<file path="config.mk">
export PLATFORM = sky130hd
export DESIGN_NAME = tz_timer
export DESIGN_NICKNAME = d
export VERILOG_FILES = /design/src/tz_pkg.sv /design/src/tz_timer.sv
export VERILOG_INCLUDE_DIRS = /design/src
export SDC_FILE = /design/constraint.sdc
export NUM_CORES = 1
export LEC_CHECK = 0
export BUFFER_PORTS_ARGS = -buffer_cell sky130_fd_sc_hd__buf_2
export CAP_MARGIN = 20
export CORE_MARGIN = 5
export CORE_UTILIZATION = 57
export CTS_CLUSTER_SIZE = 40
export DETAILED_ROUTE_END_ITERATION = 8
export GPL_TIMING_DRIVEN = 0
export PLACE_DENSITY = 0.81
export SYNTH_ARGS = -nofsm -noshare
export SYNTH_HDL_FRONTEND = slang
export SYNTH_SLANG_ARGS = --single-unit
</file>
<file path="constraint.sdc">
create_clock -name pclk -period 4.4 [get_ports pclk]
set_input_delay 0 -clock pclk [delete_from_list [all_inputs] [get_ports pclk]]
set_output_delay 0 -clock pclk [all_outputs]
set_load 0.01 [all_outputs]
</file>
<file path="src/tz_defines.svh">
// register indices, byte addresses, field positions and reset values of the timer
`ifndef TZ_DEFINES_SVH
`define TZ_DEFINES_SVH
`define TZ_PADDR_W 12
`define TZ_IDX_COUNT_LOW 12'h318
`define TZ_IDX_HIGH 12'h319
`define TZ_IDX_CTL0 12'h31a
`define TZ_IDX_CTL1 12'h31b
`define TZ_IDX_IRQ 12'h31c
`define TZ_ADDR_COUNT_LOW 12'hc60
`define TZ_ADDR_HIGH 12'hc64
`define TZ_ADDR_CTL0 12'hc68
`define TZ_ADDR_CTL1 12'hc6c
`define TZ_ADDR_IRQ 12'hc70
`define TZ_CTL0_EN_BIT 7
`define TZ_CTL0_OUT_BIT 5
`define TZ_CTL0_WIDE_MODE_SELECT_BIT 4
`define TZ_IRQ_FLAG_BIT 0
`define TZ_IRQ_EN_BIT 1
`define TZ_RST_CTL0 8'h00
`define TZ_RST_CTL1 8'h00
`define TZ_RST_LOW 8'h00
`define TZ_RST_HIGH 8'hff
`define TZ_PRE_W 15
`endif

</file>
<file path="src/tz_pkg.sv">
// types shared by the timer: control layouts, source codes, source bundle
package tz_pkg;
   typedef enum logic [2:0] {
      TZ_SRC_PIN = 3'b000,
      TZ_SRC_PIN_INV = 3'b001,
      TZ_SRC_INSTR = 3'b010,
      TZ_SRC_HFINT = 3'b011,
      TZ_SRC_LFINT = 3'b100,
      TZ_SRC_MFINT = 3'b101,
      TZ_SRC_SOSC = 3'b110,
      TZ_SRC_LC1 = 3'b111
   } tz_src_e;

   typedef struct packed {
      logic en;
      logic rsv6;
      logic out;
      logic wide_mode_select;
      logic [3:0] postscale_select;
   } tz_ctl0_s;

   typedef struct packed {
      tz_src_e src;
      logic unsynced_input_select;
      logic [3:0] prescale_select;
   } tz_ctl1_s;

   // raw clock sources, all asynchronous to pclk
   typedef struct packed {
      logic lc1_out;
      logic sosc;
      logic mfint_500k;
      logic lfint;
      logic hfint;
      logic instr_clk;
      logic input_pin;
   } tz_src_s;
endpackage : tz_pkg

</file>
<file path="src/tz_timer.sv">
// timer with 8-bit period or 16-bit free-running count, prescaler, postscaler, apb slave
//
// Local design decision: register access over APB.
`include "tz_defines.svh"

// Functional notes
// (RL1) wide mode bit picks 16-bit counting, else 8-bit with period
// (RL2) counter advances on each prescaled rising edge of selected source
// (RL3) 8-bit: low byte vs buffered period; match clears and reloads buffer
// (RL4) 16-bit: reading low byte latches counter high byte into high register
// (RL5) 16-bit: writing low byte moves high register into counter high byte
// (RL6) 16-bit counter wraps from ffff to 0000 and runs on
// (RL7) enabled 16-bit counter is readable but ignores counter writes
// (RL8) synced input: counts only at instruction clock edges, never faster
// (RL9) unsynced input: counts at each prescaled edge, also during sleep
// (RL10) prescaler of sixteen ratios up to 1:32768, hidden from software
// (RL11) prescaler cleared by low byte write, control writes, reset
// (RL12) postscaler of sixteen ratios divides match or wrap events
// (RL13) postscaler hidden, cleared by low byte write, control writes, reset
// (RL14) output toggles on each postscaled match or wrap
// (RL15) output level readable at bit 5 of first control register
// (RL16) interrupt flag set whenever the output toggles
// (RL17) synced mode stops in sleep; unsynced keeps counting and wakes
// (RL18) enable bit 7 runs the module, resets to zero
// (RL19) postscale field gives ratio field plus one
// (RL20) source select field picks the input clock
// (RL21) source codes: 111 logic cell ... 000 plain input pin
// (RL22) prescale ratio is two to the power of the field
// (RL23) high register resets to 255, low byte to 0
// (RL24) control and counter writes reach count logic without partial updates
// (RL25) flag sticky until cleared; request is flag and enable
module tz_timer (
   input wire logic pclk,
   input wire logic presetn,
   input wire logic psel,
   input wire logic penable,
   input wire logic pwrite,
   input wire logic [`TZ_PADDR_W-1:0] paddr,
   input wire logic [31:0] pwdata,
   output logic [31:0] prdata,
   output logic pready,
   output logic pslverr,
   input wire tz_pkg::tz_src_s sources,
   input wire logic sleep_mode,
   output logic timer_toggle_output,
   output logic timer_irq,
   output logic wake_request
);
   import tz_pkg::*;

   tz_ctl0_s ctl0, next_ctl0;
   tz_ctl1_s ctl1, next_ctl1;
   logic [7:0] count_low_byte, next_count_low_byte;
   logic [7:0] count_high, next_count_high;
   logic [7:0] period_or_count_high_byte, next_period_or_count_high_byte;
   logic [7:0] period_buf, next_period_buf;
   logic [`TZ_PRE_W-1:0] pre_cnt, next_pre_cnt;
   logic [3:0] post_cnt, next_post_cnt;
   logic pending, next_pending;
   logic toggle, next_toggle;
   logic timer_irq_flag, next_timer_irq_flag;
   logic timer_irq_enable, next_timer_irq_enable;
   logic [31:0] next_prdata;
   logic [7:0] src_raw, src_meta, src_sync;
   logic sel_prev, instr_prev;

   logic setup, access, wr, rd_setup, mapped;
   logic wr_low, wr_high, wr_ctl0, wr_ctl1, wr_irq, rd_low;
   logic sel_level, sel_rise, instr_rise, pre_tick, advance, event_hit, post_hit;
   logic [15:0] pre_shift;
   logic [`TZ_PRE_W-1:0] pre_lim;
   logic [15:0] wide_next;

   // apb decode; answer on the first access cycle
   assign setup = psel & ~penable;
   assign access = psel & penable;
   assign wr = access & pwrite;
   assign rd_setup = setup & ~pwrite;
   assign mapped = (paddr == `TZ_ADDR_COUNT_LOW) | (paddr == `TZ_ADDR_HIGH) |
                   (paddr == `TZ_ADDR_CTL0) | (paddr == `TZ_ADDR_CTL1) |
                   (paddr == `TZ_ADDR_IRQ);
   assign pready = access;
   assign pslverr = access & ~mapped;
   assign wr_low = wr & (paddr == `TZ_ADDR_COUNT_LOW);
   assign wr_high = wr & (paddr == `TZ_ADDR_HIGH);
   assign wr_ctl0 = wr & (paddr == `TZ_ADDR_CTL0);
   assign wr_ctl1 = wr & (paddr == `TZ_ADDR_CTL1);
   assign wr_irq = wr & (paddr == `TZ_ADDR_IRQ);
   assign rd_low = rd_setup & (paddr == `TZ_ADDR_COUNT_LOW);

   // raw sources in code order; inversion sits ahead of the synchroniser
   assign src_raw = {sources.lc1_out, sources.sosc, sources.mfint_500k, sources.lfint,
                     sources.hfint, sources.instr_clk, ~sources.input_pin,
                     sources.input_pin}; // RL21

   // two flops on every source, edges taken only from the second
   always_ff @(posedge pclk or negedge presetn) begin
      if (!presetn) begin
         src_meta <= 8'h00;
         src_sync <= 8'h00;
         sel_prev <= 1'b0;
         instr_prev <= 1'b0;
      end else begin
         src_meta <= src_raw;
         src_sync <= src_meta; // RL24
         sel_prev <= sel_level;
         instr_prev <= src_sync[TZ_SRC_INSTR];
      end
   end

   // source pick and prescaler terminal count
   assign sel_level = src_sync[ctl1.src]; // RL20
   assign sel_rise = sel_level & ~sel_prev & ctl0.en; // RL2 RL18
   assign instr_rise = src_sync[TZ_SRC_INSTR] & ~instr_prev;
   assign pre_shift = 16'h0001 << ctl1.prescale_select; // RL22
   assign pre_lim = pre_shift[`TZ_PRE_W-1:0] - 15'h0001;
   assign pre_tick = sel_rise & (pre_cnt == pre_lim); // RL10

   // synced mode waits for an instruction clock edge and halts in sleep
   always_comb begin
      next_pending = pending;
      advance = 1'b0;
      if (ctl1.unsynced_input_select) begin
         next_pending = 1'b0;
         advance = pre_tick; // RL9 RL17
      end else if (!sleep_mode) begin
         if (instr_rise) begin
            advance = pre_tick | pending; // RL8
            next_pending = 1'b0;
         end else if (pre_tick) begin
            next_pending = 1'b1;
         end
      end
      if (!ctl0.en || wr_low || wr_ctl0 || wr_ctl1) begin
         next_pending = 1'b0;
      end
   end

   assign wide_next = {count_high, count_low_byte} + 16'h0001; // RL6
   assign event_hit = advance & (ctl0.wide_mode_select ?
                      ({count_high, count_low_byte} == 16'hffff) :
                      (count_low_byte == period_buf)); // RL1
   assign post_hit = event_hit & (post_cnt == ctl0.postscale_select); // RL19

   // counter, period buffer, scalers, output and flag
   always_comb begin
      next_count_low_byte = count_low_byte;
      next_count_high = count_high;
      next_period_buf = period_buf;
      next_pre_cnt = pre_cnt;
      next_post_cnt = post_cnt;
      next_toggle = toggle;
      next_timer_irq_flag = timer_irq_flag;
      next_timer_irq_enable = timer_irq_enable;
      if (sel_rise) begin
         next_pre_cnt = pre_tick ? 15'h0000 : pre_cnt + 15'h0001; // RL10
      end
      if (advance) begin
         if (ctl0.wide_mode_select) begin
            next_count_low_byte = wide_next[7:0]; // RL6
            next_count_high = wide_next[15:8];
         end else if (event_hit) begin
            next_count_low_byte = 8'h00; // RL3
            next_period_buf = period_or_count_high_byte; // RL3
         end else begin
            next_count_low_byte = count_low_byte + 8'h01;
         end
      end
      if (event_hit) begin
         next_post_cnt = post_hit ? 4'h0 : post_cnt + 4'h1; // RL12
      end
      if (post_hit) begin
         next_toggle = ~toggle; // RL14
      end
      // software writes; a counter write is dropped while running wide
      if (wr_low && !(ctl0.en && ctl0.wide_mode_select)) begin // RL7
         next_count_low_byte = pwdata[7:0];
         if (ctl0.wide_mode_select) begin
            next_count_high = period_or_count_high_byte; // RL5
         end
      end
      if (wr_low || wr_ctl0 || wr_ctl1) begin
         next_pre_cnt = '0; // RL11
         next_post_cnt = 4'h0; // RL13
      end
      if (wr_irq) begin
         next_timer_irq_enable = pwdata[`TZ_IRQ_EN_BIT];
         if (pwdata[`TZ_IRQ_FLAG_BIT]) begin
            next_timer_irq_flag = 1'b0; // RL25
         end
      end
      if (post_hit) begin
         next_timer_irq_flag = 1'b1; // RL16
      end
   end

   always_ff @(posedge pclk or negedge presetn) begin
      if (!presetn) begin
         count_low_byte <= `TZ_RST_LOW; // RL23
         count_high <= 8'h00;
         period_buf <= `TZ_RST_HIGH;
         pre_cnt <= '0; // RL11
         post_cnt <= 4'h0; // RL13
         pending <= 1'b0;
         toggle <= 1'b0;
         timer_irq_flag <= 1'b0;
         timer_irq_enable <= 1'b0;
      end else begin
         count_low_byte <= next_count_low_byte;
         count_high <= next_count_high;
         period_buf <= next_period_buf;
         pre_cnt <= next_pre_cnt;
         post_cnt <= next_post_cnt;
         pending <= next_pending;
         toggle <= next_toggle;
         timer_irq_flag <= next_timer_irq_flag;
         timer_irq_enable <= next_timer_irq_enable;
      end
   end

   // control registers and the period or high byte register
   always_comb begin
      next_ctl0 = ctl0;
      next_ctl1 = ctl1;
      next_period_or_count_high_byte = period_or_count_high_byte;
      if (wr_ctl0) begin
         next_ctl0 = tz_ctl0_s'(pwdata[7:0]);
         next_ctl0.rsv6 = 1'b0;
         next_ctl0.out = 1'b0;
      end
      if (wr_ctl1) begin
         next_ctl1 = tz_ctl1_s'(pwdata[7:0]);
      end
      if (wr_high) begin
         next_period_or_count_high_byte = pwdata[7:0];
      end else if (rd_low && ctl0.wide_mode_select) begin
         next_period_or_count_high_byte = count_high; // RL4
      end
   end

   always_ff @(posedge pclk or negedge presetn) begin
      if (!presetn) begin
         ctl0 <= tz_ctl0_s'(`TZ_RST_CTL0); // RL18
         ctl1 <= tz_ctl1_s'(`TZ_RST_CTL1);
         period_or_count_high_byte <= `TZ_RST_HIGH; // RL23
      end else begin
         ctl0 <= next_ctl0;
         ctl1 <= next_ctl1;
         period_or_count_high_byte <= next_period_or_count_high_byte;
      end
   end

   // read data captured in the setup cycle
   always_comb begin
      next_prdata = prdata;
      if (rd_setup) begin
         next_prdata = 32'h0000_0000;
         unique case (paddr)
            `TZ_ADDR_COUNT_LOW: next_prdata[7:0] = count_low_byte;
            `TZ_ADDR_HIGH: next_prdata[7:0] = period_or_count_high_byte;
            `TZ_ADDR_CTL0: next_prdata[7:0] = {ctl0.en, 1'b0, toggle, ctl0.wide_mode_select,
                                                ctl0.postscale_select}; // RL15
            `TZ_ADDR_CTL1: next_prdata[7:0] = ctl1;
            `TZ_ADDR_IRQ: next_prdata[1:0] = {timer_irq_enable, timer_irq_flag};
            default: next_prdata = 32'h0000_0000;
         endcase
      end
   end

   always_ff @(posedge pclk or negedge presetn) begin
      if (!presetn) begin
         prdata <= 32'h0000_0000;
      end else begin
         prdata <= next_prdata;
      end
   end

   assign timer_toggle_output = toggle;
   assign timer_irq = timer_irq_flag & timer_irq_enable; // RL25
   assign wake_request = timer_irq & sleep_mode; // RL17
endmodule : tz_timer

</file>
==> results of run 1 <==
## state kept, by name, indices dropped and copies added, names as in the netlist, named ones only
name	count
count_low_byte	8
ctl0	6
ctl1	8
instr_prev	1
pending	1
period_buf	8
period_or_count_high_byte	8
post_cnt	4
prdata	8
pre_cnt	15
sel_prev	1
src_meta	8
src_sync	8
timer_irq_enable	1
timer_irq_flag	1
timer_toggle_output	1
## layer usage
layer	vias to the layer above	GRT usage	wire, um
li1	2298	-	-
met1	2404	0.355	6320
met2	251	0.407	7050
met3	34	0.0605	1400
met4	0	0.0962	368
met5	-	0	0
## per-stage QoR
step | hold slack, ns | cells
5_1_grt | 0.0641 | 820
6_report | 0.0249 | 820
4_1_cts | 0.00496 | 820
2_1_floorplan | -0.296 | 610
3_3_place_gp | 0.109 | 787
3_5_place_dp | -0.0913 | 788
## Yosys cell counts (2+ instances only)
library cell	n
dfrtp_1	79
nor2_1	45
nand2_1	38
o21ai_0	27
mux2_2	26
a31oi_1	24
buf_4	24
nand3_1	23
and3_1	22
a21oi_1	21
clkbuf_1	20
mux2i_1	17
dfstp_2	16
nand2b_1	14
xor2_1	13
buf_2	12
inv_1	12
nor2b_1	10
nor3_1	10
xnor2_1	10
nand4_1	8
a211oi_1	7
a22o_1	7
nor3b_1	6
nor4b_1	6
or4b_1	6
and2_1	5
mux4_2	5
o211ai_1	5
or4_1	5
ha_1	4
o311a_1	4
a21o_1	3
a22oi_1	3
o2111ai_1	3
o21bai_1	3
o221ai_1	3
or3_1	3
a21boi_0	2
buf_6	2
nand3b_1	2
nor4_1	2
o211a_1	2
or2_2	2
or3b_2	2
## what timing repair did
action,4_1_cts,5_1_grt
hold buffers,16,0
setup buffers,0,0
endpoints found under the hold margin,131,0
gates resized for setup,0,0
## worst paths after layout
check | to | cells past startpoint
setup / recovery | timer_toggle_output | 14
hold / removal | pending | 4
max in group asynchronous | period_or_count_high_byte[2] | 3
min in group asynchronous | async pin | 2
setup reg to reg | timer_toggle_output | 14
hold reg to reg | src_sync[5] | 0
## cell families (layout without fill, tap and decap cells)
| family | Yosys count | after routing |
|---|---|---|
| fa+ha+maj | 4 | 4 |
| simple gates | 218 | 218 |
| mux | 48 | 48 |
| xor+xnor | 23 | 23 |
| buf+inv | 71 | 148 |
| other cells | 1 | 24 |
| compound gates | 127 | 127 |
| flops | 95 | 95 |
## area by class of cell
class | count | area (um2) | share of cell area
plain buffers | 59 | 342 | 0.0520
well taps | 133 | 166 | 0.0253
clock buffers | 9 | 124 | 0.0188
multi-input cells | 444 | 2990 | 0.455
inverters | 12 | 45.0 | 0.00685
clock inverters | 7 | 96.3 | 0.0147
flip-flops and latches | 95 | 2400 | 0.365
repair buffers | 61 | 410 | 0.0625
## worst max-delay path, cell delays in order (launching register included)
cell	delay [ns]
dfrtp_1	0.40
buf_6	0.15
nor4_4	0.33
inv_1	0.08
ha_1	0.22
buf_2	0.18
nor3b_1	0.16
o21ai_0	0.22
o2111ai_1	0.18
or4b_1	0.54
nor4b_2	0.36
a21oi_2	0.19
clkbuf_1	0.29
nor3_1	0.48
xor2_1	0.19
## where the power goes
group / switching (uW) / leakage [uW] / total, uW / internal [uW]
Clock: 322 / 0.000102 / 642 / 321
Sequential: 3.33 / 0.00121 / 885 / 882
Combinational: 60.1 / 0.00175 / 107 / 47.2
Total: 385 / 0.00306 / 1640 / 1250
==> results.md, run 1 <==
* CTS buffer count at 9
* Share of synthesized cell area in full adder, half adder and majority cells at 0.00880
* Commonest non-fill, non-tap cells in the layout: 79 x dfrtp_1, 55 x buf_2, 45 x nor2_1, 38 x nand2_1, 27 x o21ai_0
* Simple-gate area share of the yosys netlist at 0.214
* Class of the worst hold path: input port to flip-flop
* Period utilisation layout at 0.917
* Share of the core filled with cells at 0.672
* Clock Pin Slew Worst Setup and Hold Paths at 0.09 ns
* Antenna violations before repair at 0
* Via count of the first global-routing pass at 4713
* Startpoint of the most critical register-to-register path: ctl1[3]
* RSZ-0062 raised after global routing: false
* Share of the synthesized area in the top cell type at 0.348
* Die width at 110 um
* Post-Syn Area per Cell at 9.69 um2
* Pre-CTS worst setup slack at 0.467 ns
* Transition time at the pin with the least slew margin at 0.858 ns
* Ant. Diodes at 0
* Minimum clock period after layout at 4.04 ns
* Number of primary I/O pins at 94
* Biggest area consumer among synthesized cells: dfrtp_1
* Filler Cells Inserted at 818
* DIE AREA at 12100 um2
* TritonRoute pass-1 iters at 5
* Summed area of non-filler cells in the final layout at 6570 um2
* Peak VDD IR at 0.231 mV
* GRT Resource Usage Total at 0.261
* Num Clock Sinks at 95
* Leakage at 0.00306 uW
* Global-route wire length before repair at 24100 um
* CP Class: flip-flop to flip-flop
* Hold violation total from the final report at 0
* CTS tree: yes
* Source of the worst hold timing path: sleep_mode
* Global route total overflow at 0
* EDFF count, synth at 0
* Iteration-0 DRC count of the detailed router at 449
* Top area cells in the synthesized netlist: dfrtp_1 35%, dfstp_2 7.4%, mux2_2 5.1%
* Floorplan core area at 9770 um2
* Dominant combinational cell family by area after synthesis: simple AND/OR/NAND/NOR gates
* Max Slew Vio Count at 0
* Data required time at the worst endpoint at 4.70 ns
* Most frequent standard cell in the layout excluding fill and tap cells: dfrtp_1
* Result of the run: finished, final reports clean
* Share of synthesized flip-flops with an asynchronous set or reset at 1.00
* Placed instance area at 6190 um2
* Max H-tree Level at 3
* Gate count of the mapped netlist at 587
* Synth Area in Compound Gates at 0.150
* Maximum clock insertion buffer count at 2
* Pwr per Cell Area at 249 nW/um2
* Proportion of synthesized chip area in sequential cells at 0.421
* Later-pin clock latency in the skew report at 0.38 ns
* Initial cell density of the core at 0.582
* Least setup slack across all paths after layout at 0.364 ns
* Highest clock frequency the design can meet at 248 MHz
* Detailed-route vias per instance at 6.08
* Worst reg-to-reg setup slack at 0.36 ns
* Top fanout value on the critical path at 10
* Max-Cap Viols at 0
* DIE HEIGHT at 110 um
* Via count of the routed design at 4987
* Startpoint kind of the worst setup timing path: flip-flop
* Sort of element at the end of the critical path: flip-flop
* Antenna-violating nets left at 0
* Ratio of cells with drive above 1 in the final layout at 0.226
* Worst endpoint data arrival time at 4.34 ns
* Proportion of synthesized area in mux cells at 0.101
* Headroom to the max-slew limit at 0.424
* HPWL reported at the end of detailed placement at 11100 um
* Final-stage net count at 743
* Setup TNS at 0 ns
* Most instantiated flip-flop cell in the synthesis netlist: dfrtp_1
* Layout Skew at 0.0102 ns
* Total of warnings raised by yosys at 0
* Largest net degree at the start of global routing at 75
* Synthesized-area fraction occupied by xor and xnor cells at 0.0354
* Combined area of all synthesized cells at 5690 um2
* Setup violators final at 0
* Total of flip-flops plus latches after synthesis at 95
* Routed wirelength normalized by instance count at 18.5 um
* FP Rows at 36
* First element of the critical path: ctl1[3]
* Signed area change from the synthesized netlist to the final layout at 15.5%
* Routed wire length at 15100 um
* Clock tree root buffer cell: clkbuf_8
* IO Port Bufs at 44
* Power, Total at 1640 uW
* Placer congestion estimate at 0.931
* Cell variety after synth at 69
* Final routed DRC violation total at 0
Power figures use the tool's default switching activity.
==> run 2: changes to the inputs <==
- CORE_UTILIZATION: 57 -> 59
- CTS_BUF_LIST: not set -> sky130_fd_sc_hd__clkbuf_4 sky130_fd_sc_hd__clkbuf_8
- PLACE_DENSITY: 0.81 -> 0.83
==> run 2 against run 1 <==
Against the previous run:
- via count is 0.82% higher
- final cell count shrank 0.37%
- sequential power barely moved
- sequential share of layout area fell by 0.055 points
- hold slack better by 0.0098 ns
- critical path depth is the same
- largest cell class unchanged
- largest power group unchanged
==> results.md, run 2 (synthesis gave the netlist of run 1 again) <==
* Result of the run: finished, final reports clean
* Met1 routed wirelength after detailed routing at 6150 um
* Startpoint kind of the worst setup timing path: flip-flop
* Minimum clock period after layout at 4.10 ns
* WL met3 at 1370 um
* Most frequent standard cell in the layout excluding fill and tap cells: dfrtp_1
* Worst reg-to-reg setup slack at 0.30 ns
* Final-stage net count at 744
* Startpoint of the most critical register-to-register path: ctl1[3]
* Period utilisation layout at 0.932
* Global route total overflow at 0
* Multi-input logic area at 2990 um2
* Layout Skew at 0.0116 ns
* Number of primary I/O pins at 94
* Max Slew Vio Count at 0
* Detailed-route vias per instance at 6.15
* DIE AREA at 11700 um2
* Antenna-violating nets left at 0
* Commonest non-fill, non-tap cells in the layout: 79 x dfrtp_1, 55 x buf_2, 45 x nor2_1, 38 x nand2_1, 27 x o21ai_0
* First element of the critical path: ctl1[3]
* Class of the worst hold path: input port to async pin
* Max H-tree Level at 3
* Via count of the routed design at 5028
* RSZ-0062 raised after global routing: false
* Setup TNS at 0 ns
* Top fanout value on the critical path at 10
* Hold violation total from the final report at 0
* Transition time at the pin with the least slew margin at 0.799 ns
* Clock tree root buffer cell: clkbuf_8
* Routed wire length at 15500 um
* Highest clock frequency the design can meet at 244 MHz
* Peak VDD IR at 0.159 mV
* Placer congestion estimate at 0.964
* Clock share of power at 0.396
* Iteration-0 DRC count of the detailed router at 319
* Sort of element at the end of the critical path: flip-flop
* Data required time at the worst endpoint at 4.64 ns
* Topmost layer with routed signal wires: met4
* Via count of the first global-routing pass at 4855
* Signed area change from the synthesized netlist to the final layout at 15.7%
* Max-Cap Viols at 0
* Internal power component at 1260 uW
* Floorplan core area at 9330 um2
* Worst endpoint data arrival time at 4.34 ns
* Num Clock Sinks at 95
* Final routed DRC violation total at 0
* Initial cell density of the core at 0.610
* Clock Pin Slew Worst Setup and Hold Paths at 0.10 ns
* Setup violators final at 0
* Number of cells in the design after placement at 784
* Number of cells on the worst reg-to-reg path at 14
* Flop pwr share at 0.539
* Switching part of the total power at 0.235
* IO Port Bufs at 44
* GRT Resource Usage Total at 0.273
* Least setup slack across all paths after layout at 0.297 ns
* Detail Route met2 WL at 7380 um
* Global-route wire length before repair at 24900 um
* Die width at 108 um
* CTS buffer count at 9
* Headroom to the max-slew limit at 0.463
* Storage cell area at 2400 um2
* Maximum clock insertion buffer count at 2
* CTS tree: yes
* Pwr per Cell Area at 250 nW/um2
* Leakage at 0.00307 uW
* HPWL reported at the end of detailed placement at 11400 um
* CP Class: flip-flop to flip-flop
* Switch Pwr at 386 uW
* Ratio of cells with drive above 1 in the final layout at 0.225
* Largest net degree at the start of global routing at 77
* Share of the core filled with cells at 0.706
* Number of standard cells in the final layout excluding fillers at 817
* Part of the total power dissipated in combinational logic at 0.065
* TritonRoute pass-1 iters at 5
* Ant. Diodes at 0
* Later-pin clock latency in the skew report at 0.37 ns
* Routed wirelength normalized by instance count at 18.9 um
* Pre-CTS worst setup slack at 0.379 ns
* Filler Cells Inserted at 719
* Max FFs per register at 15
* FP Rows at 35
* DIE HEIGHT at 108 um
* Antenna violations before repair at 0
* Register with the most flip-flops: pre_cnt
[run 2: changes by cell type in the layout (fill, tap and decap cells not counted)]
| cell | change |
|---|---|
| inv_6 | +1 |
| inv_8 | +1 |
| dlygate4sd3_1 | +1 |
| clkinvlp_4 | -2 |
[run 2: worst min-delay path by stage]
stage,start,end,slack [ns],depth (start not counted)
global route,presetn,src_meta[6],0.06,2
detailed placement,presetn,src_meta[6],-0.10,1
finish,presetn,src_meta[7],0.03,2
floorplan,presetn,async pin,-0.30,0
CTS,presetn,async pin,0.04,2
global placement,sources[5],src_meta[6],0.11,1
[run 2: power by group through the flow]
stage,clock (uW),sequential (uW),combinational [uW]
final,650,885,107
after global routing,705,887,119
after CTS,659,885,106
after detailed placement,0,902,94.2
after global placement,0,902,89.0
after floorplan,0,901,47.4
[run 2: critical path: stages (launching register included)]
cell and delay, ns:
dfrtp_1 0.41, buf_6 0.15, nor4_4 0.33, inv_1 0.08, ha_1 0.23, buf_2 0.18, nor3b_1 0.16, o21ai_0 0.23
o2111ai_1 0.18, or4b_1 0.54, nor4b_2 0.37, a21oi_2 0.19, clkbuf_1 0.31, nor3_1 0.46, a211oi_1 0.15
[run 2: repair_timing]
item,in CTS,in global routing
gates resized for setup,0,0
buffers inserted,0,0
hold buffers,17,0
hold endpoints to repair,129,0
[run 2: per-layer routing]
| metal | GRT usage | up-vias |
|---|---|---|
| li1 | - | 2299 |
| met1 | 0.349 | 2379 |
| met2 | 0.455 | 293 |
| met3 | 0.0591 | 57 |
| met4 | 0.106 | 0 |
| met5 | 0 | - |
[run 2: stage by stage]
stage	cell area, um2	total power (uW)	hold slack, ns
4_1_cts	6580	1650	0.0353
5_1_grt	6580	1710	0.0621
3_5_place_dp	6190	996	-0.103
2_1_floorplan	5770	948	-0.296
3_3_place_gp	6160	991	0.108
6_report	6580	1640	0.0347
[run 2: cell type report]
type / instances / area share
Clock buffer: 9 / 0.0188
Sequential cell: 95 / 0.364
Inverter: 12 / 0.00684
Tap cell: 129 / 0.0245
Timing Repair Buffer: 62 / 0.0639
Clock inverter: 7 / 0.0154
Multi-Input combinational cell: 444 / 0.454
Buffer: 59 / 0.0519
